## config.mk

```make
export PLATFORM = sky130hd
export DESIGN_NAME = pxr_regs
export DESIGN_NICKNAME = d
export VERILOG_FILES = /design/src/pxr_pkg.sv /design/src/pxr_regs.sv /design/src/pxr_led_pulser.sv
export SDC_FILE = /design/constraint.sdc
export NUM_CORES = 1
export LEC_CHECK = 0
export ABC_AREA = 1
export BUFFER_PORTS_ARGS = -buffer_cell sky130_fd_sc_hd__buf_2
export CORE_AREA = 2 2 112 114
export CTS_BUF_LIST = sky130_fd_sc_hd__clkbuf_8
export DETAILED_ROUTE_END_ITERATION = 10
export DIE_AREA = 0 0 114 116
export PLACE_DENSITY_LB_ADDON = 0.2
export SYNTH_ARGS = -nofsm -noshare
export SYNTH_HDL_FRONTEND = slang
export SYNTH_HIERARCHICAL = 1
export SYNTH_SLANG_ARGS = --single-unit
```

## constraint.sdc

```tcl
create_clock -name ref_clk_i -period 2 [get_ports ref_clk_i]
set_input_delay 0.4 -clock ref_clk_i [delete_from_list [all_inputs] [get_ports ref_clk_i]]
set_output_delay 0.4 -clock ref_clk_i [all_outputs]
set_load 0.005 [all_outputs]
```

## src/pxr_pkg.sv

```systemverilog
// Contract
// 8-bit pulse count register at 0x0E.
// LED pulses repeat at 62.5 kHz.
// Host should use 100 mA, 8 pulses.
// Bits 7:6 pick current; reduce bit divides by 9.
// Diode select bits 5:4; only 10 valid.
// Proximity gain bits 3:2, light gain 1:0.
// Read-only identification register at 0x12.
// Status 0x13: saturation, proximity, light interrupts.
// Status bit 1: proximity data valid.
// Status bit 0: both light channels valid.
// Light results at 0x14 to 0x17, low first.
// Low-byte read latches high byte into shadow.
// High byte matches low despite later conversions.
// Proximity result at 0x18/0x19, same shadowing.
// Host reads results as two-byte auto-increment reads.
package pxr_pkg;

    // ----------------------------------------------------------------
    // Register offsets
    // ----------------------------------------------------------------
    localparam logic [7:0] PXR_OFS_PULSE  = 8'h0E;
    localparam logic [7:0] PXR_OFS_CTRL   = 8'h0F;
    localparam logic [7:0] PXR_OFS_ID     = 8'h12;
    localparam logic [7:0] PXR_OFS_STATUS = 8'h13;
    localparam logic [7:0] PXR_OFS_CH0_LO = 8'h14;
    localparam logic [7:0] PXR_OFS_CH0_HI = 8'h15;
    localparam logic [7:0] PXR_OFS_CH1_LO = 8'h16;
    localparam logic [7:0] PXR_OFS_CH1_HI = 8'h17;
    localparam logic [7:0] PXR_OFS_PRX_LO = 8'h18;
    localparam logic [7:0] PXR_OFS_PRX_HI = 8'h19;

    // ----------------------------------------------------------------
    // Reset values and fixed codes
    // ----------------------------------------------------------------
    localparam logic [7:0] PXR_RST_PULSE  = 8'h00;
    localparam logic [7:0] PXR_RST_CTRL   = 8'h00;
    localparam logic [7:0] PXR_RST_BYTE   = 8'h00;
    localparam logic [7:0] PXR_ID_DEFAULT = 8'h5A;  // Arbitrary value, no part meaning.
    localparam logic [1:0] PXR_DIODE_CH1  = 2'h2;

    // ----------------------------------------------------------------
    // Status bit positions
    // ----------------------------------------------------------------
    localparam int PXR_ST_PROXIMITY_SATURATED_FLAG   = 6;
    localparam int PXR_ST_PIRQ   = 5;
    localparam int PXR_ST_LIRQ   = 4;
    localparam int PXR_ST_PROXIMITY_RESULT_READY = 1;
    localparam int PXR_ST_LVALID = 0;

    // ----------------------------------------------------------------
    // Timing: LED pulse rate of 62.5 kHz on a 50 MHz clock
    // ----------------------------------------------------------------
    localparam int PXR_CLK_PERIOD_PS   = 20000;
    localparam int PXR_PULSE_PERIOD_PS = 16000000;
    localparam int PXR_PULSE_PERIOD_CYC = PXR_PULSE_PERIOD_PS / PXR_CLK_PERIOD_PS;
    localparam int PXR_PULSE_HIGH_CYC   = PXR_PULSE_PERIOD_CYC / 2;

    // ----------------------------------------------------------------
    // Types
    // ----------------------------------------------------------------
    typedef struct packed {
        logic [1:0] led_current_select;
        logic [1:0] photodiode_select;
        logic [1:0] proximity_gain;
        logic [1:0] light_gain;
    } pxr_ctrl_t;

    typedef struct packed {
        logic [15:0] chan0;
        logic [15:0] chan1;
        logic [15:0] prox;
    } pxr_results_t;

    typedef enum logic [1:0] {
        PXR_IDLE = 2'b00,
        PXR_HIGH = 2'b01,
        PXR_LOW  = 2'b11
    } pxr_pulse_state_t;

endpackage

```

## src/pxr_regs.sv

```systemverilog
`timescale 1ns/1ns
module pxr_regs
    import pxr_pkg::*;
#(
    parameter logic [7:0] PART_ID = PXR_ID_DEFAULT
) (
    input  wire logic        ref_clk_i,
    input  wire logic        rst_i,
    // Register port from the serial command decoder.
    input  wire logic [7:0]  reg_addr_i,
    input  wire logic        reg_wr_i,
    input  wire logic [7:0]  reg_wdata_i,
    input  wire logic        reg_rd_i,
    output logic [7:0]       reg_rdata_o,
    output logic             reg_rvalid_o,
    // Sequencer and converter events.
    input  wire logic        drive_reduce_bit_i,
    input  wire logic        prox_accum_start_i,
    input  wire logic        prox_done_i,
    input  wire logic [15:0] prox_data_i,
    input  wire logic        prox_saturated_i,
    input  wire logic        light_chan0_done_i,
    input  wire logic [15:0] light_chan0_data_i,
    input  wire logic        light_chan1_done_i,
    input  wire logic [15:0] light_chan1_data_i,
    input  wire logic        proximity_irq_i,
    input  wire logic        light_irq_i,
    // Analog controls and LED drive.
    output logic             led_drive_pin_o,
    output logic             prox_pulses_done_o,
    output logic [9:0]       led_current_dma_o,
    output logic [1:0]       photodiode_select_o,
    output logic             photodiode_valid_o,
    output logic [3:0]       proximity_gain_x_o,
    output logic [6:0]       light_gain_x_o
);

    // ----------------------------------------------------------------
    // Lookup functions
    // ----------------------------------------------------------------

    // LED current in tenths of a milliampere.
    function automatic logic [9:0] led_current(input logic [1:0] sel, input logic reduce);
        logic [9:0] ma;
        ma = 10'h000;
        case ({reduce, sel})
            3'h0:    ma = 10'h3E8;
            3'h1:    ma = 10'h1F4;
            3'h2:    ma = 10'h0FA;
            3'h3:    ma = 10'h07D;
            3'h4:    ma = 10'h06F;
            3'h5:    ma = 10'h038;
            3'h6:    ma = 10'h01C;
            default: ma = 10'h00E;
        endcase
        return ma;
    endfunction

    // Light gain multiplier.
    function automatic logic [6:0] light_gain(input logic [1:0] code);
        logic [6:0] g;
        g = 7'h00;
        case (code)
            2'h0:    g = 7'h01;
            2'h1:    g = 7'h08;
            2'h2:    g = 7'h10;
            default: g = 7'h78;
        endcase
        return g;
    endfunction

    // ----------------------------------------------------------------
    // Declarations
    // ----------------------------------------------------------------
    logic [7:0]   pulse_count;
    logic [7:0]   next_pulse_count;
    pxr_ctrl_t    ctrl;
    pxr_ctrl_t    next_ctrl;
    pxr_results_t res;
    pxr_results_t next_res;
    logic [7:0]   shadow_ch0;
    logic [7:0]   next_shadow_ch0;
    logic [7:0]   shadow_ch1;
    logic [7:0]   next_shadow_ch1;
    logic [7:0]   shadow_prx;
    logic [7:0]   next_shadow_prx;
    logic         prox_valid;
    logic         next_prox_valid;
    logic         ch0_seen;
    logic         next_ch0_seen;
    logic         ch1_seen;
    logic         next_ch1_seen;
    logic         light_valid;
    logic         next_light_valid;
    logic [2:0]   flags;
    logic [2:0]   next_flags;
    logic [7:0]   status_byte;
    logic [7:0]   next_rdata;
    logic [9:0]   next_current;
    logic [3:0]   next_proximity_gain;
    logic [6:0]   next_lgain;

    // ----------------------------------------------------------------
    // Writable control registers
    // ----------------------------------------------------------------

    // Only the pulse count and control registers accept writes.
    always_comb begin
        next_pulse_count = pulse_count;
        next_ctrl        = ctrl;
        if (reg_wr_i) begin
            if (reg_addr_i == PXR_OFS_PULSE) begin
                next_pulse_count = reg_wdata_i;
            end
            if (reg_addr_i == PXR_OFS_CTRL) begin
                next_ctrl = pxr_ctrl_t'(reg_wdata_i);
            end
        end
    end

    // Derived analog settings.
    always_comb begin
        next_current = led_current(ctrl.led_current_select, drive_reduce_bit_i);
        next_proximity_gain   = 4'(4'h1 << ctrl.proximity_gain);
        next_lgain   = light_gain(ctrl.light_gain);
    end

    // Control and derived setting registers.
    always_ff @(posedge ref_clk_i) begin
        if (rst_i) begin
            pulse_count         <= PXR_RST_PULSE;
            ctrl                <= pxr_ctrl_t'(PXR_RST_CTRL);
            led_current_dma_o   <= 10'h3E8;
            proximity_gain_x_o  <= 4'h1;
            light_gain_x_o      <= 7'h01;
            photodiode_select_o <= 2'h0;
            photodiode_valid_o  <= 1'b0;
        end else begin
            pulse_count         <= next_pulse_count;
            ctrl                <= next_ctrl;
            led_current_dma_o   <= next_current;
            proximity_gain_x_o  <= next_proximity_gain;
            light_gain_x_o      <= next_lgain;
            photodiode_select_o <= ctrl.photodiode_select;
            photodiode_valid_o  <= (ctrl.photodiode_select == PXR_DIODE_CH1);
        end
    end

    // ----------------------------------------------------------------
    // Results and status
    // ----------------------------------------------------------------

    // Capture finished conversions and track data-valid state.
    always_comb begin
        next_res         = res;
        next_prox_valid  = prox_valid;
        next_ch0_seen    = ch0_seen;
        next_ch1_seen    = ch1_seen;
        next_light_valid = light_valid;
        next_flags       = {prox_saturated_i, proximity_irq_i, light_irq_i};
        if (prox_done_i) begin
            next_res.prox   = prox_data_i;
            next_prox_valid = 1'b1;
        end
        if (light_chan0_done_i) begin
            next_res.chan0 = light_chan0_data_i;
            next_ch0_seen  = 1'b1;
        end
        if (light_chan1_done_i) begin
            next_res.chan1 = light_chan1_data_i;
            next_ch1_seen  = 1'b1;
        end
        if (next_ch0_seen && next_ch1_seen) begin
            next_light_valid = 1'b1;
        end
    end

    // Result and status registers.
    always_ff @(posedge ref_clk_i) begin
        if (rst_i) begin
            res         <= '0;
            prox_valid  <= 1'b0;
            ch0_seen    <= 1'b0;
            ch1_seen    <= 1'b0;
            light_valid <= 1'b0;
            flags       <= 3'h0;
        end else begin
            res         <= next_res;
            prox_valid  <= next_prox_valid;
            ch0_seen    <= next_ch0_seen;
            ch1_seen    <= next_ch1_seen;
            light_valid <= next_light_valid;
            flags       <= next_flags;
        end
    end

    // Status byte with reserved bits reading zero.
    always_comb begin
        status_byte                = 8'h00;
        status_byte[PXR_ST_PROXIMITY_SATURATED_FLAG]   = flags[2];
        status_byte[PXR_ST_PIRQ]   = flags[1];
        status_byte[PXR_ST_LIRQ]   = flags[0];
        status_byte[PXR_ST_PROXIMITY_RESULT_READY] = prox_valid;
        status_byte[PXR_ST_LVALID] = light_valid;
    end

    // ----------------------------------------------------------------
    // Read path with high-byte shadows
    // ----------------------------------------------------------------

    // A low-byte read snapshots the matching high byte, so later
    // conversions cannot tear the pair.
    always_comb begin
        next_rdata      = PXR_RST_BYTE;
        next_shadow_ch0 = shadow_ch0;
        next_shadow_ch1 = shadow_ch1;
        next_shadow_prx = shadow_prx;
        if (reg_rd_i) begin
            case (reg_addr_i)
                PXR_OFS_PULSE:  next_rdata = pulse_count;
                PXR_OFS_CTRL:   next_rdata = 8'(ctrl);
                PXR_OFS_ID:     next_rdata = PART_ID;
                PXR_OFS_STATUS: next_rdata = status_byte;
                PXR_OFS_CH0_LO: begin
                    next_rdata      = res.chan0[7:0];
                    next_shadow_ch0 = res.chan0[15:8];
                end
                PXR_OFS_CH0_HI: next_rdata = shadow_ch0;
                PXR_OFS_CH1_LO: begin
                    next_rdata      = res.chan1[7:0];
                    next_shadow_ch1 = res.chan1[15:8];
                end
                PXR_OFS_CH1_HI: next_rdata = shadow_ch1;
                PXR_OFS_PRX_LO: begin
                    next_rdata      = res.prox[7:0];
                    next_shadow_prx = res.prox[15:8];
                end
                PXR_OFS_PRX_HI: next_rdata = shadow_prx;
                default:        next_rdata = PXR_RST_BYTE;
            endcase
        end
    end

    // Read data, shadow registers and read strobe.
    always_ff @(posedge ref_clk_i) begin
        if (rst_i) begin
            reg_rdata_o  <= PXR_RST_BYTE;
            reg_rvalid_o <= 1'b0;
            shadow_ch0   <= PXR_RST_BYTE;
            shadow_ch1   <= PXR_RST_BYTE;
            shadow_prx   <= PXR_RST_BYTE;
        end else begin
            reg_rdata_o  <= next_rdata;
            reg_rvalid_o <= reg_rd_i;
            shadow_ch0   <= next_shadow_ch0;
            shadow_ch1   <= next_shadow_ch1;
            shadow_prx   <= next_shadow_prx;
        end
    end

    // ----------------------------------------------------------------
    // LED pulse train
    // ----------------------------------------------------------------

    // Emits the programmed number of pulses each accumulation.
    pxr_led_pulser #(
        .PERIOD_CYC (PXR_PULSE_PERIOD_CYC),
        .HIGH_CYC   (PXR_PULSE_HIGH_CYC)
    ) u_pulser (
        .ref_clk_i (ref_clk_i),
        .rst_i     (rst_i),
        .start_i   (prox_accum_start_i),
        .count_i   (pulse_count),
        .pin_o     (led_drive_pin_o),
        .done_o    (prox_pulses_done_o)
    );

endmodule

```

## src/pxr_led_pulser.sv

```systemverilog
`timescale 1ns/1ns
module pxr_led_pulser
    import pxr_pkg::*;
#(
    parameter int unsigned PERIOD_CYC = PXR_PULSE_PERIOD_CYC,
    parameter int unsigned HIGH_CYC   = PXR_PULSE_HIGH_CYC
) (
    input  wire logic       ref_clk_i,
    input  wire logic       rst_i,
    input  wire logic       start_i,
    input  wire logic [7:0] count_i,
    output logic            pin_o,
    output logic            done_o
);

    pxr_pulse_state_t state_q;
    pxr_pulse_state_t next_state;
    logic [15:0]      cyc_q;
    logic [15:0]      next_cyc;
    logic [7:0]       left_q;
    logic [7:0]       next_left;
    logic             next_pin;
    logic             next_done;

    // Pulse train sequencer: count_i pulses, each one period long.
    always_comb begin
        next_state = state_q;
        next_cyc   = cyc_q;
        next_left  = left_q;
        next_done  = 1'b0;
        case (state_q)
            PXR_IDLE: begin
                if (start_i) begin
                    if (count_i != 8'h00) begin
                        next_state = PXR_HIGH;
                        next_cyc   = 16'h0000;
                        next_left  = count_i;
                    end else begin
                        next_done = 1'b1;
                    end
                end
            end
            PXR_HIGH: begin
                if (cyc_q == 16'(HIGH_CYC - 1)) begin
                    next_state = PXR_LOW;
                    next_cyc   = 16'h0000;
                end else begin
                    next_cyc = cyc_q + 16'h0001;
                end
            end
            PXR_LOW: begin
                if (cyc_q == 16'(PERIOD_CYC - HIGH_CYC - 1)) begin
                    next_cyc = 16'h0000;
                    if (left_q == 8'h01) begin
                        next_state = PXR_IDLE;
                        next_left  = 8'h00;
                        next_done  = 1'b1;
                    end else begin
                        next_state = PXR_HIGH;
                        next_left  = left_q - 8'h01;
                    end
                end else begin
                    next_cyc = cyc_q + 16'h0001;
                end
            end
            default: begin
                next_state = PXR_IDLE;
            end
        endcase
        next_pin = (next_state == PXR_HIGH);
    end

    // State registers.
    always_ff @(posedge ref_clk_i) begin
        if (rst_i) begin
            state_q <= PXR_IDLE;
            cyc_q   <= 16'h0000;
            left_q  <= 8'h00;
            pin_o   <= 1'b0;
            done_o  <= 1'b0;
        end else begin
            state_q <= next_state;
            cyc_q   <= next_cyc;
            left_q  <= next_left;
            pin_o   <= next_pin;
            done_o  <= next_done;
        end
    end

endmodule

```

# Word level (Yosys, flattened, before mapping)
# Cells that the tools add are included.
word_totals:
  inputBits: 76
  regBits: 156
  elab_cells: 100
  out_inout_bits: 35
op_classes:
  shift: 1
  n_mux: 25
  n_eq_ne: 27
  n_reduce_logical: 16
  bitwise_logic: 1
  n_addsub: 2
ops:
  columns: ["operator", "n"]
  rows:
  - ["8-bit one-hot mux with 10 select lines", 1]
  - ["10-bit one-hot mux with 7 select lines", 1]
  - ["8-bit by 5-bit equality test with 1-bit output, second input constant", 8]
  - ["16-bit 2-to-1 mux", 3]
  - ["8-bit 2-to-1 mux", 4]
  - ["16-bit one-hot mux with 2 select lines", 1]
  - ["7-bit one-hot mux with 3 select lines", 1]
  - ["16-bit by 1-bit adder with 16-bit output, second input constant", 1]
  - ["16-bit by 9-bit equality test with 1-bit output, second input constant", 1]
  - ["8-bit by 4-bit equality test with 1-bit output, second input constant", 2]
  - ["8-bit one-hot mux with 2 select lines", 1]
  - ["2-bit AND reduction", 5]
  - ["3-bit equality test, second input constant", 3]
  - ["8-bit by 1-bit equality test with 1-bit output, second input constant", 1]
  - ["2-bit 2-to-1 mux", 4]
  - ["8-bit nonzero test", 1]
  - ["8-bit by 1-bit subtractor with 8-bit output, second input constant", 1]
  - ["1-bit 2-to-1 mux", 7]
  - ["2-bit by 1-bit equality test with 1-bit output, second input constant", 3]
  - ["2-bit equality test, second input constant", 3]
  - ["3-bit by 2-bit equality test with 1-bit output, second input constant", 2]
  - ["2-bit one-hot mux with 3 select lines", 1]
  - ["2-bit logical NOT", 2]
  - ["2-bit by 1-bit inequality test with 1-bit output, second input constant", 2]
  - ["other kinds (11)", 13]

# Logic depth before layout (Yosys ltp)
# Gate-level depths: netlist of the first run.
depth:
  word_depth: 5
  ltp_mapped: 12
  ltp_nobuf: 11

# Hierarchy
# Netlist of the first run, hierarchy kept.
modules_own_cells:
  columns: ["mod", "n_inst", "cells_each", "seq_area_each_um2", "area_each_um2"]
  rows:
  - ["pxr_regs", 1, 632, 2502.4, 4934.7]
  - ["pxr_led_pulser", 1, 342, 560.5, 1981.9]

# Worst setup path after synthesis of the first run
# Ideal clock, no wire load.
synth_timing:
  path_type: "register to register"
  start: "register u_pulser.cyc_q[0]"
  end: "register u_pulser.cyc_q[14]"
  t_required_ns: 1.891
  setup_slack_ns: 0.500
  setup_ns: 0.109
  n_path_buf: 1
  path_stages_with_launch: 12
  t_arrival_ns: 1.392
  synth_period_minus_slack_ns: 1.500
  cell_sequence: "dfxtp_1 > ha_1 > nand3_1 > nor2_2 > nand2_4 > nand2_1 > buf_4 > nor2_1 > nor2_1 > nor2_1 > nand2_1 > inv_1"
synth_between:
  elab_chain_cells: 3
  word_cells_on_any_way: 4
  classes_between: "1 x add/sub; 1 x eq/ne; 2 x mux"
synth_rtl:
  columns: ["element", "line_no", "text"]
  rows:
  - ["start, declared", "pxr_led_pulser.sv:18", "logic [15:0] cyc_q;"]
  - ["start signal, assigned", "pxr_led_pulser.sv:83", "cyc_q <= next_cyc;"]
  - ["16-bit by 1-bit adder with 16-bit output or 16-bit by 9-bit equality test with 1-bit output (tied branches)", null, null]
  - ["16-bit 2-to-1 mux (*)", "pxr_led_pulser.sv:44, pxr_led_pulser.sv:52", null]
  - ["16-bit one-hot mux with 2 select lines (*)", "pxr_led_pulser.sv:31", "case (state_q)"]
# Mark *: on every way between the ends. The rest lies on a longest branch, timed or not.
# A chain may end at the register's enable or synchronous reset.

# Worst setup path in the final report of the first run
layout_timing:
  start: "register pulse_count[4]"
  end: "register u_pulser.cyc_q[14]"
layout_between:
  elab_chain_cells: 3
layout_rtl:
  columns: ["element", "line_no", "text"]
  rows:
  - ["start, declared", "pxr_regs.sv:75", "logic [7:0] pulse_count;"]
  - ["start signal, assigned", "pxr_regs.sv:139", "pulse_count <= next_pulse_count;"]
  - ["8-bit nonzero test", "pxr_led_pulser.sv:34", "if (count_i != 8'h00) begin"]
  - ["2-bit by 1-bit inequality test with 1-bit output (no source line)", null, null]
  - ["3-bit AND reduction (no source line)", null, null]
# Every way passes these cells.

==> results of run 1 <==
logic make-up after synthesis:
kind of cell,count (synthesis),synth area share
adders and majority gates,8,0.0145
xor gates and xnor gates,3,0.00380
AOI/OAI and AO/OA,187,0.141
and+or+nand+nor,475,0.308
DFF,153,0.443
other,1,0.000542
buffers and inverters,147,0.0899
state kept, by name (all words and copies together) (netlist names), 2 cells and up:
signal / cells
u_pulser/cyc_q: 16
res: 48
u_pulser/left_q: 8
photodiode_select_o: 2
light_gain_x_o: 4
reg_rdata_o: 8
shadow_ch1: 8
shadow_ch0: 8
pulse_count: 8
flags: 3
led_current_dma_o: 10
u_pulser/state_q: 2
proximity_gain_x_o: 4
shadow_prx: 8
ctrl: 8
final timing paths:
kind                               startpoint                              end  slack (ns)  depth (start not counted)
setup / recovery  pulse_count[4]$_SDFFE_PP0P_  u_pulser/cyc_q[14]$_SDFFE_PP0P_        0.28                         11
hold / removal               prox_saturated_i              flags[2]$_SDFF_PP0_        0.15                          3
setup reg to reg  pulse_count[4]$_SDFFE_PP0P_  u_pulser/cyc_q[14]$_SDFFE_PP0P_        0.28                         11
hold reg to reg    shadow_ch0[0]$_SDFFE_PP0P_       shadow_ch0[0]$_SDFFE_PP0P_        0.46                          2
cells in the final DEF, fill, tap and decap left out, types with 5 or more instances in the layout:
cell,count
nand3_2,6
a21oi_1,64
nand3_1,91
ha_1,8
nor3_1,5
nand2_1,119
inv_1,102
nand4_1,5
clkbuf_8,22
buf_4,9
o21ai_1,22
inv_2,10
dfxtp_1,153
nor2_4,7
nor2_1,216
buf_2,108
o21ai_0,91
nand2_2,11
cell type report:
class / count / area [um^2]
Timing Repair Buffer: 119 / 648
Tap cell: 147 / 184
Sequential cell: 153 / 3060
Multi-Input combinational cell: 675 / 3240
Inverter: 108 / 405
Fill cell: 1073 / 3970
Clock inverter: 10 / 101
Clock buffer: 22 / 303
per-stage QoR:
step	power, mW	worst slack [ns]	std cells	util
after CTS	6.31	0.169	1234	0.667
after global placement	3.97	0.247	1202	0.633
after floorplan	3.77	0.500	975	-
after global routing	6.56	0.112	1234	0.667
final	6.28	0.284	1234	0.667
after detailed placement	3.98	0.205	1202	0.633
routing by layer:
layer  up-vias  wire length, um
li1       3315                -
met1      2847             7460
met2       201             7780
met3        34              940
met4         0              351
met5         -                0
power by group:
part,internal [mW],total (mW),switching (mW)
Sequential,3.17,3.24,0.0750
Combinational,0.250,0.680,0.431
Clock,1.26,2.36,1.10
critical path: cells and delay by family (launching register included):
family	cells	cell delay [ns]
AND/OR/NAND/NOR	8	0.80
buffers and inverters	3	0.46
flip-flops	1	0.35
==> flow_metrics.env, run 1 <==
export IMPL_clk_latency_ns=0.45
export IMPL_io_buffer_count=108
export IMPL_synth_edff_count=0
export IMPL_holdWs_ns=0.149
export IMPL_post_cts_resized=0
export IMPL_grt_use_met2=0.429
export IMPL_slowest_stage="dfxtp_1"
export IMPL_viasPerCell=5.18
export IMPL_cts_setup_buffers=0
export IMPL_ys_seq_area_frac=0.443
export IMPL_hpwl_um=12100
export IMPL_synthDominantCellAreaShare=0.443
export IMPL_clockBufferDepth=2
export IMPL_start_util=0.581
export IMPL_netlist_top_cells_count="nor2_1, dfxtp_1, nand2_1, inv_1"
export IMPL_finish_instance_area_um2=7940
export IMPL_fmax_mhz=583
export IMPL_ant_nets=0
export IMPL_ys_types=35
export IMPL_grtUsageMet1=0.332
export IMPL_leakagePower_nw=3.63
export IMPL_grt_pass1_vias=5900
export IMPL_gr_total_overflow=0
export IMPL_critPathLaunchType="register"
export IMPL_route_detailed_drc=0
export IMPL_crit_top_cell="nand2_1"
export IMPL_ys_async_sr_fraction=0
export IMPL_post_route_period_util=0.858
export IMPL_slowest_delay_ns=0.35
export IMPL_busiest_layer="met2"
export IMPL_cts_sinks=153
export IMPL_hold_path_class="in -> reg"
export IMPL_period_needed_ns=1.72
export IMPL_fin_skew_ns=0.00813
export IMPL_htree_levels=4
export IMPL_io_pins=111
export IMPL_dr_pass1_iters=8
export IMPL_avgSynthCellArea_um2=7.10
export IMPL_dieArea_um2=13200
export IMPL_grt_pass1_wl_um=27300
export IMPL_num_rows=40
export IMPL_path_cells="nor2_1 > nand2_1 > nor2_2 > nand2_1 > nand3_2 > buf_4 > inv_1 > nand3_1 > nand2_1 > nand2_1 > inv_1"
export IMPL_maxSlewHeadroom=0.583
export IMPL_grt_antenna_before_repair=0
export IMPL_synth_top_area_cell="dfxtp_1"
export IMPL_path_max_fanout=26
export IMPL_rsz0062_at_grt="no"
export IMPL_worst_pin_slew_ns=0.624
export IMPL_area_delta_synth_final_pct=14.8
export IMPL_tns_ns=0
export IMPL_root_buffer="clkbuf_8"
export IMPL_p_per_area_nw_per_um2=791
export IMPL_wl_per_cell_um=13.4
export IMPL_tritoncts_num_buffers=17
export IMPL_nets=1158
export IMPL_yosysMostFrequentCell="nor2_1"
export IMPL_gr_usage_all_layers=0.261
export IMPL_clkTransAtPathRegs_ns=0.08
export IMPL_gp_congestion=0.932
export IMPL_synth_area_leaders="dfxtp_1, nor2_1, nand3_1"
export IMPL_ir_drop_mv=0.542
export IMPL_core_area_um2=11900
export IMPL_endpoint_kind="register"
export IMPL_synth_warnings=6
export IMPL_setup_viol=0
export IMPL_num_antenna_cells=0
export IMPL_cts_tree="yes"
export IMPL_grtUsageMet3=0.0643
export IMPL_dieWidth_um=114
export IMPL_drt_iter0_markers=515
export IMPL_crit_type="reg -> reg"
export IMPL_routed_wl_um=16500
export IMPL_worstPathArrival_ns=2.07
export IMPL_placed_area_um2=7540
export IMPL_slew_viol_final=0
export IMPL_route_vias_total=6397
export IMPL_max_cap_violations=0
export IMPL_crit_required_ns=2.35
export IMPL_drive_gt1_frac=0.185
export IMPL_synth_cells=974
export IMPL_finalHoldViolCount=0
export IMPL_synth_seq_cells=153
export IMPL_hold_buffers=0
export IMPL_die_h_um=116
export IMPL_grt_max_degree=56
export IMPL_synth_ff_type="dfxtp_1"
export IMPL_synth_cell_area_um2=6920
export IMPL_status="finished, final reports clean"
No activity file was read; power rests on OpenSTA's default activity.
==> run 2: changes to the inputs <==
--- a/config.mk
+++ b/config.mk
@@ -7,10 +7,10 @@
 export LEC_CHECK = 0
 export ABC_AREA = 1
 export BUFFER_PORTS_ARGS = -buffer_cell sky130_fd_sc_hd__buf_2
-export CORE_AREA = 2 2 112 114
+export CORE_AREA = 2 2 118 120
 export CTS_BUF_LIST = sky130_fd_sc_hd__clkbuf_8
 export DETAILED_ROUTE_END_ITERATION = 10
-export DIE_AREA = 0 0 114 116
+export DIE_AREA = 0 0 120 122
 export PLACE_DENSITY_LB_ADDON = 0.2
 export SYNTH_ARGS = -nofsm -noshare
 export SYNTH_HDL_FRONTEND = slang
==> constraint.sdc (replaced) <==
create_clock -name ref_clk_i -period 1.5 [get_ports ref_clk_i]
set_input_delay 0.3 -clock ref_clk_i [delete_from_list [all_inputs] [get_ports ref_clk_i]]
set_output_delay 0.3 -clock ref_clk_i [all_outputs]
set_load 0.005 [all_outputs]
==> run 2 against run 1 <==
  * Clock power rose by 24%
  * Global-route usage fell by 1.5 points
  * Clock skew rose by 0.0048 ns
  * First-iteration DRC count fell by 27%
  * Total power rose by 32%
  * Worst setup slack got worse by 0.25 ns
  * Die area rose by 11%
  * Sequential power rose by 33%
  * Non-clock buffer count rose by 46
  * Design area rose by 6.9%
  * Routed wire length rose by 6.5%
  * Largest cell class unchanged
  * Combinational power rose by 56%
==> flow_metrics.env, run 2 (synthesized netlist as in run 1, its figures left out) <==
export IMPL_gr_total_overflow=0
export IMPL_cts_sinks=153
export IMPL_path_cells="ha_4 > nand3_2 > nor2_4 > nand2_4 > buf_12 > nand2_4 > nand3_4 > nor2_1 > nor2_1"
export IMPL_maxSlewHeadroom=0.564
export IMPL_gr_usage_all_layers=0.245
export IMPL_setup_viol=0
export IMPL_num_antenna_cells=0
export IMPL_io_buffer_count=108
export IMPL_drt_iter0_markers=376
export IMPL_start_util=0.512
export IMPL_route_vias_total=6648
export IMPL_io_pins=111
export IMPL_cts_tree="yes"
export IMPL_hpwl_um=12900
export IMPL_largest_register="res"
export IMPL_fillers=1279
export IMPL_die_h_um=122
export IMPL_slew_viol_final=0
export IMPL_routed_wl_um=17600
export IMPL_dieWidth_um=120
export IMPL_htree_levels=4
export IMPL_ir_drop_mv=0.675
export IMPL_wl_per_cell_um=13.4
export IMPL_final_cells=1314
export IMPL_leakagePower_nw=3.89
export IMPL_fmax_mhz=684
export IMPL_max_cap_violations=0
export IMPL_status="finished, final reports clean"
export IMPL_clockBufferDepth=2
export IMPL_area_delta_synth_final_pct=22.8
export IMPL_crit_required_ns=1.86
export IMPL_dp_cells=1278
export IMPL_root_buffer="clkbuf_8"
export IMPL_fin_skew_ns=0.0130
export IMPL_route_detailed_drc=0
export IMPL_finalHoldViolCount=0
export IMPL_critPathLaunchType="register"
export IMPL_critPathLaunch="u_pulser/cyc_q[1]$_SDFFE_PP0P_"
export IMPL_core_area_um2=13500
export IMPL_worstPathArrival_ns=1.82
export IMPL_dr_pass1_iters=5
export IMPL_timing_rr_start="u_pulser/cyc_q[1]$_SDFFE_PP0P_"
export IMPL_slowest_delay_ns=0.35
export IMPL_drive_gt1_frac=0.240
export IMPL_largest_register_ffs=48
export IMPL_layout_common_cells="nor2_1, dfxtp_1, nand2_1, buf_2, inv_1"
export IMPL_grt_max_degree=41
export IMPL_grt_pass1_wl_um=28400
export IMPL_slowest_stage="dfxtp_2"
export IMPL_dieArea_um2=14600
export IMPL_tritoncts_num_buffers=17
export IMPL_rsz0062_at_grt="yes"
export IMPL_power_mw=8.31
export IMPL_hold_buffers=0
export IMPL_reg_top3="res: 48 flops, u_pulser/cyc_q: 16 flops, led_current_dma_o: 10 flops"
export IMPL_grt_antenna_before_repair=0
export IMPL_num_rows=43
export IMPL_clk_latency_ns=0.46
export IMPL_grt_pass1_vias=5951
export IMPL_path_max_fanout=8
export IMPL_ant_nets=0
export IMPL_viasPerCell=5.06
export IMPL_hp_start="light_chan1_data_i[7]"
export IMPL_final_common_cell="nor2_1"
export IMPL_gp_congestion=0.884
export IMPL_period_needed_ns=1.46
export IMPL_clkTransAtPathRegs_ns=0.08
export IMPL_post_route_period_util=0.975
export IMPL_p_per_area_nw_per_um2=978
export IMPL_endpoint_kind="register"
export IMPL_nets=1205
export IMPL_crit_type="reg -> reg"
export IMPL_hold_path_class="in -> reg"
export IMPL_worst_pin_slew_ns=0.653
-- run 2: cell count changes in the layout (fill, tap and decap cells not counted), sizes merged, moves of 2 or more --
cell	change
buf	+45
clkbuf	-3
clkinv	+4
clkinvlp	+2
inv	-2
-- run 2: metal layers --
layer	vias to the layer above	wire length (um)	global-route usage
met5	-	0	0
met3	28	769	0.0496
met1	3028	7800	0.308
met2	173	8730	0.418
li1	3419	-	-
met4	0	316	0.0912
-- run 2: what timing repair did --
item / CTS / global route
buffers inserted: 2 / 0
pin swaps: 3 / 2
hold endpoints to repair: 0 / 0
cloned: 2 / 0
gates resized for setup: 17 / 17
setup endpoints to repair: 21 / 19
-- run 2: path summary, 6_finish.rpt --
path	end	cells past startpoint	slack, ns
max	u_pulser/left_q[1]$_SDFFE_PP0P_	9	0.04
min	res[23]$_SDFFE_PP0P_	3	0.06
max reg2reg	u_pulser/left_q[1]$_SDFFE_PP0P_	9	0.04
min reg2reg	shadow_ch0[7]$_SDFFE_PP0P_	2	0.45
-- run 2: cell type report --
cell class,count,area [um^2],share of cell area
timing repair buffer,165,1080,0.127
sequential,153,3070,0.362
clock buffer,19,262,0.0308
inverter,108,405,0.0477
clock inverter,13,106,0.0125
multi-input combinational,676,3340,0.393
tap,180,225,0.0265
-- run 2: where the power goes --
| group | switching (mW) | internal, mW |
|---|---|---|
| Clock | 1.55 | 1.38 |
| Sequential | 0.0934 | 4.22 |
| Combinational | 0.623 | 0.440 |
-- run 2: critical path: cells and delay by family, from the launching register on --
kind	cells	cell delay (ns)
AND/OR/NAND/NOR	7	0.73
flip-flops	1	0.35
adder cells (fa/ha/maj)	1	0.14
buffers and inverters	1	0.13
-- run 2: through the flow --
stage / util / setup WS [ns] / area [um^2] / hold slack [ns] / TNS (ns)
after global placement: 0.590 / -0.0802 / 7960 / 0.435 / -0.671
after floorplan: - / 0.0234 / 6920 / 0.395 / 0
after global routing: 0.629 / -0.0713 / 8490 / 0.0370 / -0.621
after CTS: 0.626 / 0.00528 / 8450 / 0.0321 / 0
final: 0.629 / 0.0376 / 8490 / 0.0579 / 0
after detailed placement: 0.590 / -0.112 / 7960 / 0.438 / -1.12
